===== config.mk =====
export PLATFORM = sky130hd
export DESIGN_NAME = cdt_timer
export DESIGN_NICKNAME = d
export VERILOG_FILES = /design/src/hdl/cdt_pkg.sv /design/src/hdl/cdt_timer.sv
export SDC_FILE = /design/constraint.sdc
export NUM_CORES = 1
export LEC_CHECK = 0
export ABC_AREA = 1
export BUFFER_PORTS_ARGS = -buffer_cell sky130_fd_sc_hd__buf_4
export CELL_PAD_IN_SITES_DETAIL_PLACEMENT = 1
export CELL_PAD_IN_SITES_GLOBAL_PLACEMENT = 1
export CORE_MARGIN = 4
export CORE_UTILIZATION = 35
export DETAILED_ROUTE_END_ITERATION = 10
export PLACE_DENSITY = 0.65
export SLEW_MARGIN = 20
export SYNTH_ARGS = -nofsm -noshare
export SYNTH_HDL_FRONTEND = slang
export SYNTH_SLANG_ARGS = --single-unit

===== constraint.sdc =====
create_clock -name ref_clk -period 5.6 [get_ports ref_clk]
set_input_delay 0.56 -clock ref_clk [delete_from_list [all_inputs] [get_ports ref_clk]]
set_output_delay 0.56 -clock ref_clk [all_outputs]
set_load 0.005 [all_outputs]

===== src/hdl/cdt_pkg.sv =====
package cdt_pkg;
    // register offsets (16-bit words)
    localparam logic [3:0] ADDR_COUNT_WORD_0 = 4'h0;
    localparam logic [3:0] ADDR_COUNT_WORD_1 = 4'h1;
    localparam logic [3:0] ADDR_COUNT_WORD_2 = 4'h2;
    localparam logic [3:0] ADDR_COUNT_WORD_3 = 4'h3;
    localparam logic [3:0] ADDR_PERIOD_WORD_0 = 4'h4;
    localparam logic [3:0] ADDR_PERIOD_WORD_1 = 4'h5;
    localparam logic [3:0] ADDR_PERIOD_WORD_2 = 4'h6;
    localparam logic [3:0] ADDR_PERIOD_WORD_3 = 4'h7;
    localparam logic [3:0] ADDR_CONTROL_1 = 4'h8;
    localparam logic [3:0] ADDR_CONTROL_2 = 4'h9;
    localparam logic [3:0] ADDR_GLOBAL_1 = 4'ha;
    // control register fields
    localparam int POS_OUT_INV = 0;
    localparam int POS_STATE = 1;
    localparam int POS_STYLE = 3;
    localparam int POS_PULSE_WIDTH_FIELD_LO = 4;
    localparam int POS_ENA_LO = 6;
    localparam int POS_PSC_A_LO = 8;
    localparam int POS_PSC_B_LO = 12;
    // global control fields
    localparam int POS_LOWER_RUN = 0;
    localparam int POS_UPPER_RUN = 1;
    localparam int POS_MODE_LO = 2;
    localparam logic [15:0] CTRL_RESET = 16'h0000;
    localparam logic [15:0] GLOBAL_RESET = 16'h0000;
    localparam logic [1:0] MODE_WIDE = 2'h0;
    localparam logic [1:0] MODE_UNCHAINED = 2'h1;
    localparam logic [1:0] MODE_GUARD = 2'h2;
    localparam logic [1:0] MODE_CHAINED = 2'h3;
    localparam logic [1:0] ENA_OFF = 2'h0;
    localparam logic [1:0] ENA_ONCE = 2'h1;
    localparam logic [1:0] ENA_CONT = 2'h2;
endpackage


===== src/hdl/cdt_timer.sv =====
// The plain strobed port and the placing of the registers were chosen for this implementation.
`timescale 1ns/1ns
`default_nettype none
// Function
// - reset selects single wide up-counter mode
// - four words concatenated, word 3 most significant
// - wide counter steps by one per tick
// - wide match raises interrupt, dma, output
// - pulse style drives pin one to four
// - continuous mode clears counter after match
// - chained upper half prescales lower half
// - prescaler ticks and clears after match
// - lower counts prescaler ticks, match raises events
// - chained mode ignores control register two
// - unchained halves count independently; upper prescale set in control one
// - upper prescaler always uses internal clock
// - small prescaler from two control fields
// - upper counts small ticks, match updates state
// - upper pulse state lasts one to four
// - clock style toggles upper state; pin follows lower only
// - upper governed by control two, global, control one prescale fields
// - lower unchained counts ticks, raises events
// - lower pulse polarity follows invert bit
// - lower ignores control register two
// - global mode field decodes three modes, guard runs as wide
// - once mode stops, continuous keeps counting
module cdt_timer (
    input wire logic ref_clk,
    input wire logic sys_rst,
    input wire logic [3:0] reg_addr,
    input wire logic [15:0] reg_wdata,
    input wire logic reg_wr,
    input wire logic reg_rd,
    output logic [15:0] reg_rdata,
    output logic match_interrupt,
    output logic match_dma_event,
    output logic timer_pin_out,
    output logic timer_pin_oe_n
);
    import cdt_pkg::*;

    logic [63:0] count_reg;
    logic [63:0] period_reg;
    logic [15:0] control_reg_1;
    logic [15:0] control_reg_2;
    logic [15:0] global_control_1;
    logic [3:0] small_count_reg;
    logic lo_state_reg;
    logic hi_state_reg;
    logic [2:0] lo_pulse_reg;
    logic [2:0] hi_pulse_reg;
    logic lo_wait_reg;
    logic hi_wait_reg;
    logic pre_wait_reg;
    logic small_wait_reg;

    logic [1:0] timer_mode_select;
    logic lower_half_run_bit;
    logic upper_half_run_bit;
    logic [1:0] ena1;
    logic [1:0] ena2;
    logic split;
    logic wide_mode;
    logic chain_mode;
    logic run_lo;
    logic run_hi;
    logic wide_match;
    logic lo_match;
    logic hi_match;
    logic pre_match;
    logic small_match;
    logic lo_hit;
    logic hi_hit;
    logic lo_tick;
    logic hi_tick;
    logic [3:0] small_period;

    function automatic logic [2:0] pulse_len(input logic [1:0] w);
        pulse_len = {1'b0, w} + 3'h1;
    endfunction

    assign timer_mode_select = global_control_1[POS_MODE_LO+:2];
    assign lower_half_run_bit = global_control_1[POS_LOWER_RUN];
    assign upper_half_run_bit = global_control_1[POS_UPPER_RUN];
    assign ena1 = control_reg_1[POS_ENA_LO+:2];
    assign ena2 = control_reg_2[POS_ENA_LO+:2];
    // guard mode is not built here; it behaves as wide
    assign wide_mode = (timer_mode_select == MODE_WIDE) || (timer_mode_select == MODE_GUARD);
    assign chain_mode = timer_mode_select == MODE_CHAINED;
    assign split = timer_mode_select == MODE_UNCHAINED;
    // wide/chained need both run bits; ena2 consulted only for the unchained upper half
    assign run_lo = (ena1 != ENA_OFF) && lower_half_run_bit &&
                    (split || upper_half_run_bit);
    assign run_hi = split ? ((ena2 != ENA_OFF) && upper_half_run_bit) : run_lo;
    assign small_period = control_reg_1[POS_PSC_B_LO+:4];
    assign wide_match = count_reg == period_reg;
    assign lo_match = count_reg[31:0] == period_reg[31:0];
    assign hi_match = count_reg[63:32] == period_reg[63:32];
    assign pre_match = chain_mode && run_lo && hi_match && !pre_wait_reg;
    assign small_match = split && run_hi && (small_count_reg == small_period) && !small_wait_reg;
    assign lo_tick = chain_mode ? pre_wait_reg : 1'b1;
    assign hi_tick = small_wait_reg;
    // a match is taken once; the count wraps at once, the events trail by a cycle
    assign lo_hit = run_lo && lo_tick && !lo_wait_reg &&
                    (wide_mode ? wide_match : lo_match);
    assign hi_hit = split && run_hi && hi_tick && hi_match && !hi_wait_reg;

    // register writes
    always_ff @(posedge ref_clk) begin
        if (sys_rst) begin
            control_reg_1 <= CTRL_RESET;
            control_reg_2 <= CTRL_RESET;
            global_control_1 <= GLOBAL_RESET;
        end else begin
            if (reg_wr && reg_addr == ADDR_CONTROL_1) begin
                control_reg_1 <= reg_wdata;
            end else if (lo_hit && ena1 == ENA_ONCE) begin
                control_reg_1[POS_ENA_LO+:2] <= ENA_OFF;
            end
            if (reg_wr && reg_addr == ADDR_CONTROL_2) begin
                control_reg_2 <= reg_wdata;
            end else if (hi_hit && ena2 == ENA_ONCE) begin
                control_reg_2[POS_ENA_LO+:2] <= ENA_OFF;
            end
            if (reg_wr && reg_addr == ADDR_GLOBAL_1) begin
                global_control_1 <= reg_wdata;
            end
        end
    end

    always_ff @(posedge ref_clk) begin
        if (sys_rst) begin
            period_reg <= 64'h0;
        end else if (reg_wr && reg_addr[3:2] == 2'h1) begin
            period_reg[{reg_addr[1:0], 4'h0}+:16] <= reg_wdata;
        end
    end

    // match flags and ticks trail the match by one cycle; the events follow a cycle after that
    always_ff @(posedge ref_clk) begin
        if (sys_rst) begin
            lo_wait_reg <= 1'b0;
            hi_wait_reg <= 1'b0;
            pre_wait_reg <= 1'b0;
            small_wait_reg <= 1'b0;
        end else begin
            lo_wait_reg <= lo_hit;
            hi_wait_reg <= hi_hit;
            pre_wait_reg <= pre_match;
            small_wait_reg <= small_match;
        end
    end

    always_ff @(posedge ref_clk) begin
        if (sys_rst) begin
            count_reg <= 64'h0;
        end else if (reg_wr && reg_addr[3:2] == 2'h0) begin
            count_reg[{reg_addr[1:0], 4'h0}+:16] <= reg_wdata;
        end else if (wide_mode) begin
            if (lo_hit) begin
                count_reg <= 64'h0;
            end else if (run_lo && !wide_match) begin
                count_reg <= count_reg + 64'h1;
            end
        end else begin
            if (lo_hit) begin
                count_reg[31:0] <= 32'h0;
            end else if (run_lo && lo_tick && !lo_match) begin
                count_reg[31:0] <= count_reg[31:0] + 32'h1;
            end
            if (chain_mode) begin
                if (pre_match) begin
                    count_reg[63:32] <= 32'h0;
                end else if (run_lo && !hi_match) begin
                    count_reg[63:32] <= count_reg[63:32] + 32'h1;
                end
            end else if (hi_hit) begin
                count_reg[63:32] <= 32'h0;
            end else if (run_hi && hi_tick && !hi_match) begin
                count_reg[63:32] <= count_reg[63:32] + 32'h1;
            end
        end
    end

    // small prescaler count starts from field a, wraps at field b
    always_ff @(posedge ref_clk) begin
        if (sys_rst) begin
            small_count_reg <= 4'h0;
        end else if (reg_wr && reg_addr == ADDR_CONTROL_1) begin
            small_count_reg <= reg_wdata[POS_PSC_A_LO+:4];
        end else if (small_match) begin
            small_count_reg <= 4'h0;
        end else if (split && run_hi && small_count_reg != small_period) begin
            small_count_reg <= small_count_reg + 4'h1;
        end
    end

    // output state: pulse counts down, clock style toggles
    always_ff @(posedge ref_clk) begin
        if (sys_rst || !lower_half_run_bit) begin
            lo_state_reg <= 1'b0;
            lo_pulse_reg <= 3'h0;
        end else if (lo_wait_reg) begin
            if (control_reg_1[POS_STYLE]) begin
                lo_state_reg <= !lo_state_reg;
            end else begin
                lo_state_reg <= 1'b1;
                lo_pulse_reg <= pulse_len(control_reg_1[POS_PULSE_WIDTH_FIELD_LO+:2]) - 3'h1;
            end
        end else if (!control_reg_1[POS_STYLE]) begin
            if (lo_pulse_reg != 3'h0) begin
                lo_pulse_reg <= lo_pulse_reg - 3'h1;
            end else begin
                lo_state_reg <= 1'b0;
            end
        end
    end

    always_ff @(posedge ref_clk) begin
        if (sys_rst || !upper_half_run_bit) begin
            hi_state_reg <= 1'b0;
            hi_pulse_reg <= 3'h0;
        end else if (hi_wait_reg) begin
            if (control_reg_2[POS_STYLE]) begin
                hi_state_reg <= !hi_state_reg;
            end else begin
                hi_state_reg <= 1'b1;
                hi_pulse_reg <= pulse_len(control_reg_2[POS_PULSE_WIDTH_FIELD_LO+:2]) - 3'h1;
            end
        end else if (!control_reg_2[POS_STYLE]) begin
            if (hi_pulse_reg != 3'h0) begin
                hi_pulse_reg <= hi_pulse_reg - 3'h1;
            end else begin
                hi_state_reg <= 1'b0;
            end
        end
    end

    always_ff @(posedge ref_clk) begin
        if (sys_rst) begin
            match_interrupt <= 1'b0;
            match_dma_event <= 1'b0;
            timer_pin_out <= 1'b0;
            timer_pin_oe_n <= 1'b1;
        end else begin
            match_interrupt <= lo_wait_reg;
            match_dma_event <= lo_wait_reg;
            timer_pin_out <= lo_state_reg ^ control_reg_1[POS_OUT_INV];
            // pin released while lower half held in reset
            timer_pin_oe_n <= !lower_half_run_bit;
        end
    end

    always_ff @(posedge ref_clk) begin
        if (sys_rst) begin
            reg_rdata <= 16'h0;
        end else if (reg_rd) begin
            case (reg_addr)
                ADDR_COUNT_WORD_0: reg_rdata <= count_reg[15:0];
                ADDR_COUNT_WORD_1: reg_rdata <= count_reg[31:16];
                ADDR_COUNT_WORD_2: reg_rdata <= count_reg[47:32];
                ADDR_COUNT_WORD_3: reg_rdata <= count_reg[63:48];
                ADDR_PERIOD_WORD_0: reg_rdata <= period_reg[15:0];
                ADDR_PERIOD_WORD_1: reg_rdata <= period_reg[31:16];
                ADDR_PERIOD_WORD_2: reg_rdata <= period_reg[47:32];
                ADDR_PERIOD_WORD_3: reg_rdata <= period_reg[63:48];
                ADDR_CONTROL_1: reg_rdata <= {control_reg_1[15:2], lo_state_reg,
                                              control_reg_1[0]};
                ADDR_CONTROL_2: reg_rdata <= {control_reg_2[15:2], hi_state_reg,
                                              control_reg_2[0]};
                ADDR_GLOBAL_1: reg_rdata <= global_control_1;
                default: reg_rdata <= 16'h0;
            endcase
        end else begin
            reg_rdata <= 16'h0;
        end
    end

    chk_reset_wide: assert property (
        @(posedge ref_clk)
        $fell(sys_rst)
        |-> wide_mode)
        else $error("not wide after reset");
    chk_wide_step: assert property (
        @(posedge ref_clk) disable iff (sys_rst)
        (wide_mode && run_lo && !wide_match && !lo_wait_reg && !reg_wr)
        |=> count_reg == $past(count_reg) + 64'h1)
        else $error("wide counter did not step");
    chk_match_event: assert property (
        @(posedge ref_clk) disable iff (sys_rst)
        lo_wait_reg
        |=> match_interrupt && match_dma_event)
        else $error("match events missing");
    chk_clear_after: assert property (
        @(posedge ref_clk) disable iff (sys_rst)
        (wide_mode && lo_hit && !reg_wr)
        |=> count_reg == 64'h0)
        else $error("counter not cleared");
    chk_pre_clear: assert property (
        @(posedge ref_clk) disable iff (sys_rst)
        (pre_match && !reg_wr)
        |=> count_reg[63:32] == 32'h0 && pre_wait_reg)
        else $error("prescaler not cleared");
    chk_chain_step: assert property (
        @(posedge ref_clk) disable iff (sys_rst)
        (chain_mode && run_lo && !hi_match && !reg_wr)
        |=> count_reg[63:32] == $past(count_reg[63:32]) + 32'h1)
        else $error("prescaler did not step");
    chk_lower_tick: assert property (
        @(posedge ref_clk) disable iff (sys_rst)
        (chain_mode && !pre_wait_reg && !reg_wr)
        |=> count_reg[31:0] == $past(count_reg[31:0]))
        else $error("lower moved without a tick");
    chk_once_stop: assert property (
        @(posedge ref_clk) disable iff (sys_rst)
        (lo_hit && ena1 == ENA_ONCE && !reg_wr)
        |=> ena1 == ENA_OFF)
        else $error("once mode kept running");
    chk_hi_once: assert property (
        @(posedge ref_clk) disable iff (sys_rst)
        (hi_hit && ena2 == ENA_ONCE && !reg_wr)
        |=> ena2 == ENA_OFF)
        else $error("upper once mode kept running");
    chk_pulse_min: assert property (
        @(posedge ref_clk) disable iff (sys_rst)
        (lo_wait_reg && !control_reg_1[POS_STYLE] && lower_half_run_bit && !reg_wr)
        |=> lo_state_reg)
        else $error("pulse not asserted");
    chk_pulse_end: assert property (
        @(posedge ref_clk) disable iff (sys_rst)
        (lo_state_reg && lo_pulse_reg == 3'h0 && !lo_wait_reg && !control_reg_1[POS_STYLE]
         && lower_half_run_bit && !reg_wr)
        |=> !lo_state_reg)
        else $error("pulse did not end");
    chk_state_reset: assert property (
        @(posedge ref_clk) disable iff (sys_rst)
        (!lower_half_run_bit && !reg_wr)
        |=> !lo_state_reg && timer_pin_oe_n)
        else $error("lower state kept in reset");
    chk_toggle: assert property (
        @(posedge ref_clk) disable iff (sys_rst)
        (hi_wait_reg && control_reg_2[POS_STYLE] && upper_half_run_bit && !reg_wr)
        |=> hi_state_reg != $past(hi_state_reg))
        else $error("state did not toggle");
    chk_hi_pulse: assert property (
        @(posedge ref_clk) disable iff (sys_rst)
        (hi_wait_reg && !control_reg_2[POS_STYLE] && upper_half_run_bit && !reg_wr)
        |=> hi_state_reg)
        else $error("upper pulse not asserted");
    chk_chain_ignores: assert property (
        @(posedge ref_clk) disable iff (sys_rst)
        chain_mode
        |-> !hi_wait_reg && !small_wait_reg)
        else $error("upper controls active in chain");
    chk_small_clear: assert property (
        @(posedge ref_clk) disable iff (sys_rst)
        (small_match && !reg_wr)
        |=> small_wait_reg && small_count_reg == 4'h0)
        else $error("small prescaler not cleared");
    chk_upper_step: assert property (
        @(posedge ref_clk) disable iff (sys_rst)
        (split && !hi_tick && !reg_wr)
        |=> count_reg[63:32] == $past(count_reg[63:32]))
        else $error("upper moved without a tick");
    chk_upper_clear: assert property (
        @(posedge ref_clk) disable iff (sys_rst)
        (hi_hit && !reg_wr)
        |=> hi_wait_reg && count_reg[63:32] == 32'h0)
        else $error("upper not cleared");
    chk_upper_held: assert property (
        @(posedge ref_clk) disable iff (sys_rst)
        (split && !run_hi && !reg_wr)
        |=> count_reg[63:32] == $past(count_reg[63:32]))
        else $error("upper ran while disabled");
    chk_lower_alone: assert property (
        @(posedge ref_clk) disable iff (sys_rst)
        (!wide_mode && !run_lo && !reg_wr)
        |=> count_reg[31:0] == $past(count_reg[31:0]))
        else $error("lower ran while disabled");
    cov_wide_match: cover property (@(posedge ref_clk) wide_mode && lo_wait_reg);
    cov_once_stop: cover property (@(posedge ref_clk) lo_hit && ena1 == ENA_ONCE);
    cov_long_pulse: cover property (@(posedge ref_clk) lo_pulse_reg == 3'h3);
    cov_chain_tick: cover property (@(posedge ref_clk) chain_mode && pre_wait_reg);
    cov_split_hi: cover property (@(posedge ref_clk) split && hi_wait_reg);
endmodule
`default_nettype wire


# --- Yosys cells after proc, flatten, opt, wreduce, memory -nomap -nowiden ---
# Cells that the tools add are included.
totals:
  reg_bits: 211
  input_bits: 24
op_classes:
  mux: 40
  eq_ne: 27
  add_sub_neg: 11
  bitwise_logic: 4
  shift: 2
  reduce_logical: 64
ops:
  columns: ["op", "n"]
  rows:
  - ["$mux W64", 4]
  - ["$mux W32", 7]
  - ["$pmux W16 S11", 1]
  - ["$bwmux W64", 2]
  - ["$add A32 B1 Y32 const B", 2]
  - ["$add A64 B1 Y64 const B", 1]
  - ["$eq A32 B32 Y1", 2]
  - ["$eq A64 B64 Y1", 1]
  - ["$shift A16 B8 Y64 const A", 1]
  - ["$shiftx A16 B8 Y64", 1]
  - ["$logic_and A1 B1 Y1", 28]
  - ["$mux W3", 8]
  - ["$eq A4 B3 Y1 const B", 4]
  - ["$eq A4 B4 Y1 const B", 3]
  - ["$mux W4", 3]
  - ["$reduce_bool A2 Y1", 6]
  - ["$sub A3 B1 Y3 const B", 4]
  - ["$logic_not A1 Y1", 11]
  - ["$mux W1", 11]
  - ["$reduce_and A2 Y1", 5]
  - ["$reduce_bool A3 Y1", 3]
  - ["$eq A2 B1 Y1 const B", 4]
  - ["$eq A4 B2 Y1 const B", 2]
  - ["$mux W2", 4]
  - ["other kinds (20)", 30]

# --- Depth between registers and ports, before layout ---
depth:
  ltp_word: 12
  mapped_depth: 19

# --- Worst setup path before layout ---
# Ideal clock, no wire load.
synth_timing:
  path_kind: "input -> register"
  from: "in reg_addr[0]"
  to: "reg count_reg[28]"
  t_arrival_ns: 2.605
  required_ns: 5.487
  stages: 14
  n_path_buf: 4
  setup_slack_ns: 2.883
  setup_time_ns: 0.113
  cell_sequence: "clkbuf_1 inv_1 buf_1 ha_1 inv_1 nor2_1 inv_1 clkbuf_1 buf_1 nor2_1 nand2_1 o21ai_0 nor2_1 nor2_1"
synth_via:
  elab_chain_cells: 4
synth_lines:
  columns: ["element", "line_no", "rtl"]
  rows:
  - ["from (decl)", "cdt_timer.sv:30", "input wire logic [3:0] reg_addr,"]
  - ["$neg A6 Y8 (*)", "cdt_timer.sv:158", "count_reg[{reg_addr[1:0], 4'h0}+:16] <= reg_wdata;"]
  - ["$shiftx A16 B8 Y64 or $shift A16 B8 Y64 (tied branches)", "cdt_timer.sv:158", null]
  - ["$bwmux W64 (*)", "cdt_timer.sv:158", null]
  - ["$mux W64 (*)", "cdt_timer.sv:157", "end else if (reg_wr && reg_addr[3:2] == 2'h0) begin"]
  - ["to (signal, indexed assignment)", "cdt_timer.sv:158", null]
  - ["to (signal assigned)", "cdt_timer.sv:163", "count_reg <= count_reg + 64'h1;"]
  - ["to (signal assigned)", "cdt_timer.sv:169", "count_reg[31:0] <= count_reg[31:0] + 32'h1;"]
  - ["to (decl)", "cdt_timer.sv:42", "logic [63:0] count_reg;"]
# Mark *: on every way between the ends. The rest lies on a longest branch, timed or not.
# A chain may end at the register's enable or synchronous reset.

# --- Final worst setup path ---
layout_timing:
  from: "in reg_addr[0]"
  to: "reg reg_rdata[10]"
layout_via:
  elab_chain_cells: 2
layout_lines:
  columns: ["element", "line_no", "rtl"]
  rows:
  - ["$eq A4 B4 Y1 (tied with other cells)", "cdt_timer.sv:258", "case (reg_addr)"]
  - ["$pmux W16 S11 (*)", "cdt_timer.sv:258", null]
  - ["to (signal assigned)", "cdt_timer.sv:259", "ADDR_COUNT_WORD_0: reg_rdata <= count_reg[15:0];"]
  - ["to (signal assigned)", "cdt_timer.sv:260", "ADDR_COUNT_WORD_1: reg_rdata <= count_reg[31:16];"]
  - ["to (signal assigned)", "cdt_timer.sv:261", "ADDR_COUNT_WORD_2: reg_rdata <= count_reg[47:32];"]
  - ["to (decl)", "cdt_timer.sv:34", "output logic [15:0] reg_rdata,"]
# Marked as above.

==> results.cfg <==
[run_status]
status = finished, final reports clean

[grt]
overflow = 0
grt_pass1_wl_mm = 116
grt_usage = 0.357
grt_pass1_vias = 16300
antenna_found_initial = 1
grt_max_degree = 67

[pwr]
p_total_mw = 4.12
p_per_area_nw_per_um2 = 259
p_leak_nw = 6.80
vdd_ir_drop_max_mv = 0.218

[critical_path]
crit_top_cell = inv_1
cp_max_fo = 41
crit_required_ns = 6.14
crit_type = primary input to flip-flop
slowest_stage = clkinv_1
start_kind = primary input
end_kind = flip-flop
reg2reg_from = count_reg[1]$_SDFFE_PP0P_
startpoint = reg_addr[0]
critPathArrivalTime_ns = 4.25
crit_chain = buf_4, inv_1, ha_1, inv_1, nor2_1, clkinv_1, o22ai_1, nor4_1, nand2_1, nand2_1, inv_1
cpPeakStageDelay_ns = 0.72

[die]
dieWidth_um = 210
die_area_um2 = 44100
io_pins = 44
start_util = 0.357
num_rows = 73
die_h_um = 210
fp.coreArea_um2 = 40000

[placement]
dp_slack_ns = 1.50
port_buffers = 43
post_dp_cell_area_um2 = 15000
dp_hpwl_mm = 63.4
place.gp.congestion = 1.00
dp_cells = 2868

[synthesis]
syn_inst = 2389
ys_types = 42
synth_top_cell_area_share = 0.293
syn_area_um2 = 14300
synth_top_cell_by_area = dfxtp_1
seq_area_frac_synth = 0.293
ys_seq_elements = 209
yosys_warnings = 0
syn_avg_cell_area_um2 = 5.98
syn-num-nets = 2427
ys_top_cells_by_area = dfxtp_1 29%, nand2_1 18%, nor2_1 11%

[routing]
routed_wirelength_mm = 81.2
routedWlPerCell_um = 27.8
drtPass1Iterations = 5
detail_route.vias_per_cell = 5.75
vias = 16800
drc = 0
ant_nets = 0
drtIter0Drc = 1742

[cts]
clk_path_buf_depth = 3
clock_sinks = 209
postCtsSetupBuffers = 0
htree_levels = 1
clockRootBuffer = clkbuf_16
cts-resized-gates = 0
postCtsHoldBufs = 0
tritoncts = built
numCtsBuffers = 28
clk_pin_slew_ns = 0.06
clkLatencyLatePin_ns = 0.59

[sta]
finalCritPeriodShare = 0.663
fmax_mhz = 269
period_minus_slack_ns = 3.71
skew_ns = 0.0239
hold_viol = 0
setup_tns_ns = 0
finalMaxSlewViolations = 0
rsz0062_at_grt = false
setup_viol = 0
layout_setup_ws_ns = 1.89
tightest_slew_ns = 1.15
relSlewSlack = 0.228
worst_hold_slack_ns = 0.314

[job]
drv_cap = 0

[finish]
drive_gt1_frac = 0.0597
stdcell_area_um2 = 15900
nNetsFinal = 2411
layout_commonest_cell = nand2_1
instances_no_fill = 2920
final_cell_mix = 675 x nand2_1, 401 x nor2_1, 259 x inv_1
final_util = 0.397
area_delta_synth_final_pct = 11.3

[hold_path]
hp-class = primary input to flip-flop
hold_path_startpoint = reg_wdata[15]
==> routing by layer <==
layer	part of all wire	vias to the layer above	track usage
li1	-	7612	-
met4	0.061	0	0.177
met1	0.42	8224	0.479
met5	0	-	0
met3	0.076	191	0.0588
met2	0.44	750	0.558
==> final timing paths <==
kind | slack, ns | endpoint | cells after the start
worst max-delay path | 1.89 | reg_rdata[10]$_SDFF_PP0_ | 11
worst min register to register | 0.46 | global_control_1[4]$_SDFFE_PP0P_ | 2
worst max register to register | 2.03 | count_reg[54]$_SDFFE_PP0P_ | 13
worst min-delay path | 0.31 | control_reg_2[15]$_SDFFE_PP0P_ | 3
==> critical path, delay by kind of cell <==
kind | cells | cell delay [ns]
buffers and inverters | 5 | 1.60
AO/OA/AOI/OAI | 1 | 0.62
adder cells (fa/ha/maj) | 1 | 0.32
AND/OR/NAND/NOR | 4 | 1.12
==> layout make-up <==
| cell class | count | area, um2 |
|---|---|---|
| Timing Repair Buffer | 65 | 488 |
| Sequential cell | 209 | 4180 |
| Tap cell | 525 | 657 |
| Clock buffer | 35 | 777 |
| Multi-Input combinational cell | 1801 | 8620 |
| Fill cell | 5401 | 24100 |
| Inverter | 268 | 1010 |
| Antenna cell | 1 | 2.50 |
| Clock inverter | 16 | 154 |
==> cells in the mapped netlist, drive strengths merged <==
master and instances:
a22oi 2, o21a 3, buf 37, nand2 682, inv 264, o221ai 1
o211ai 3, nor2 409, nand4 22, nor4 1, xnor2 49, a211oi 30
or2 4, nand3 165, nand3b 10, xor2 66, o22ai 58, a21oi 97
clkinv 4, ha 14, a221oi 27, o41ai 1, clkbuf 74, nor3 40
dfxtp 209, a31oi 11, and3 1, o2111ai 2, o21ai 103
==> where the power goes <==
part           internal (mW)  switching [mW]
Combinational          0.174           0.455
Sequential              1.53          0.0885
Clock                   1.07           0.798
==> cell families after synthesis <==
logic type,Yosys count,share of synthesized area
xor gates and xnor gates,115,0.0705
buffers and inverters,379,0.104
DFF,209,0.293
and+or+nand+nor,1334,0.381
AOI/OAI and AO/OA,338,0.140
adders and majority gates,14,0.0123
Power figures use the tool's default switching activity.
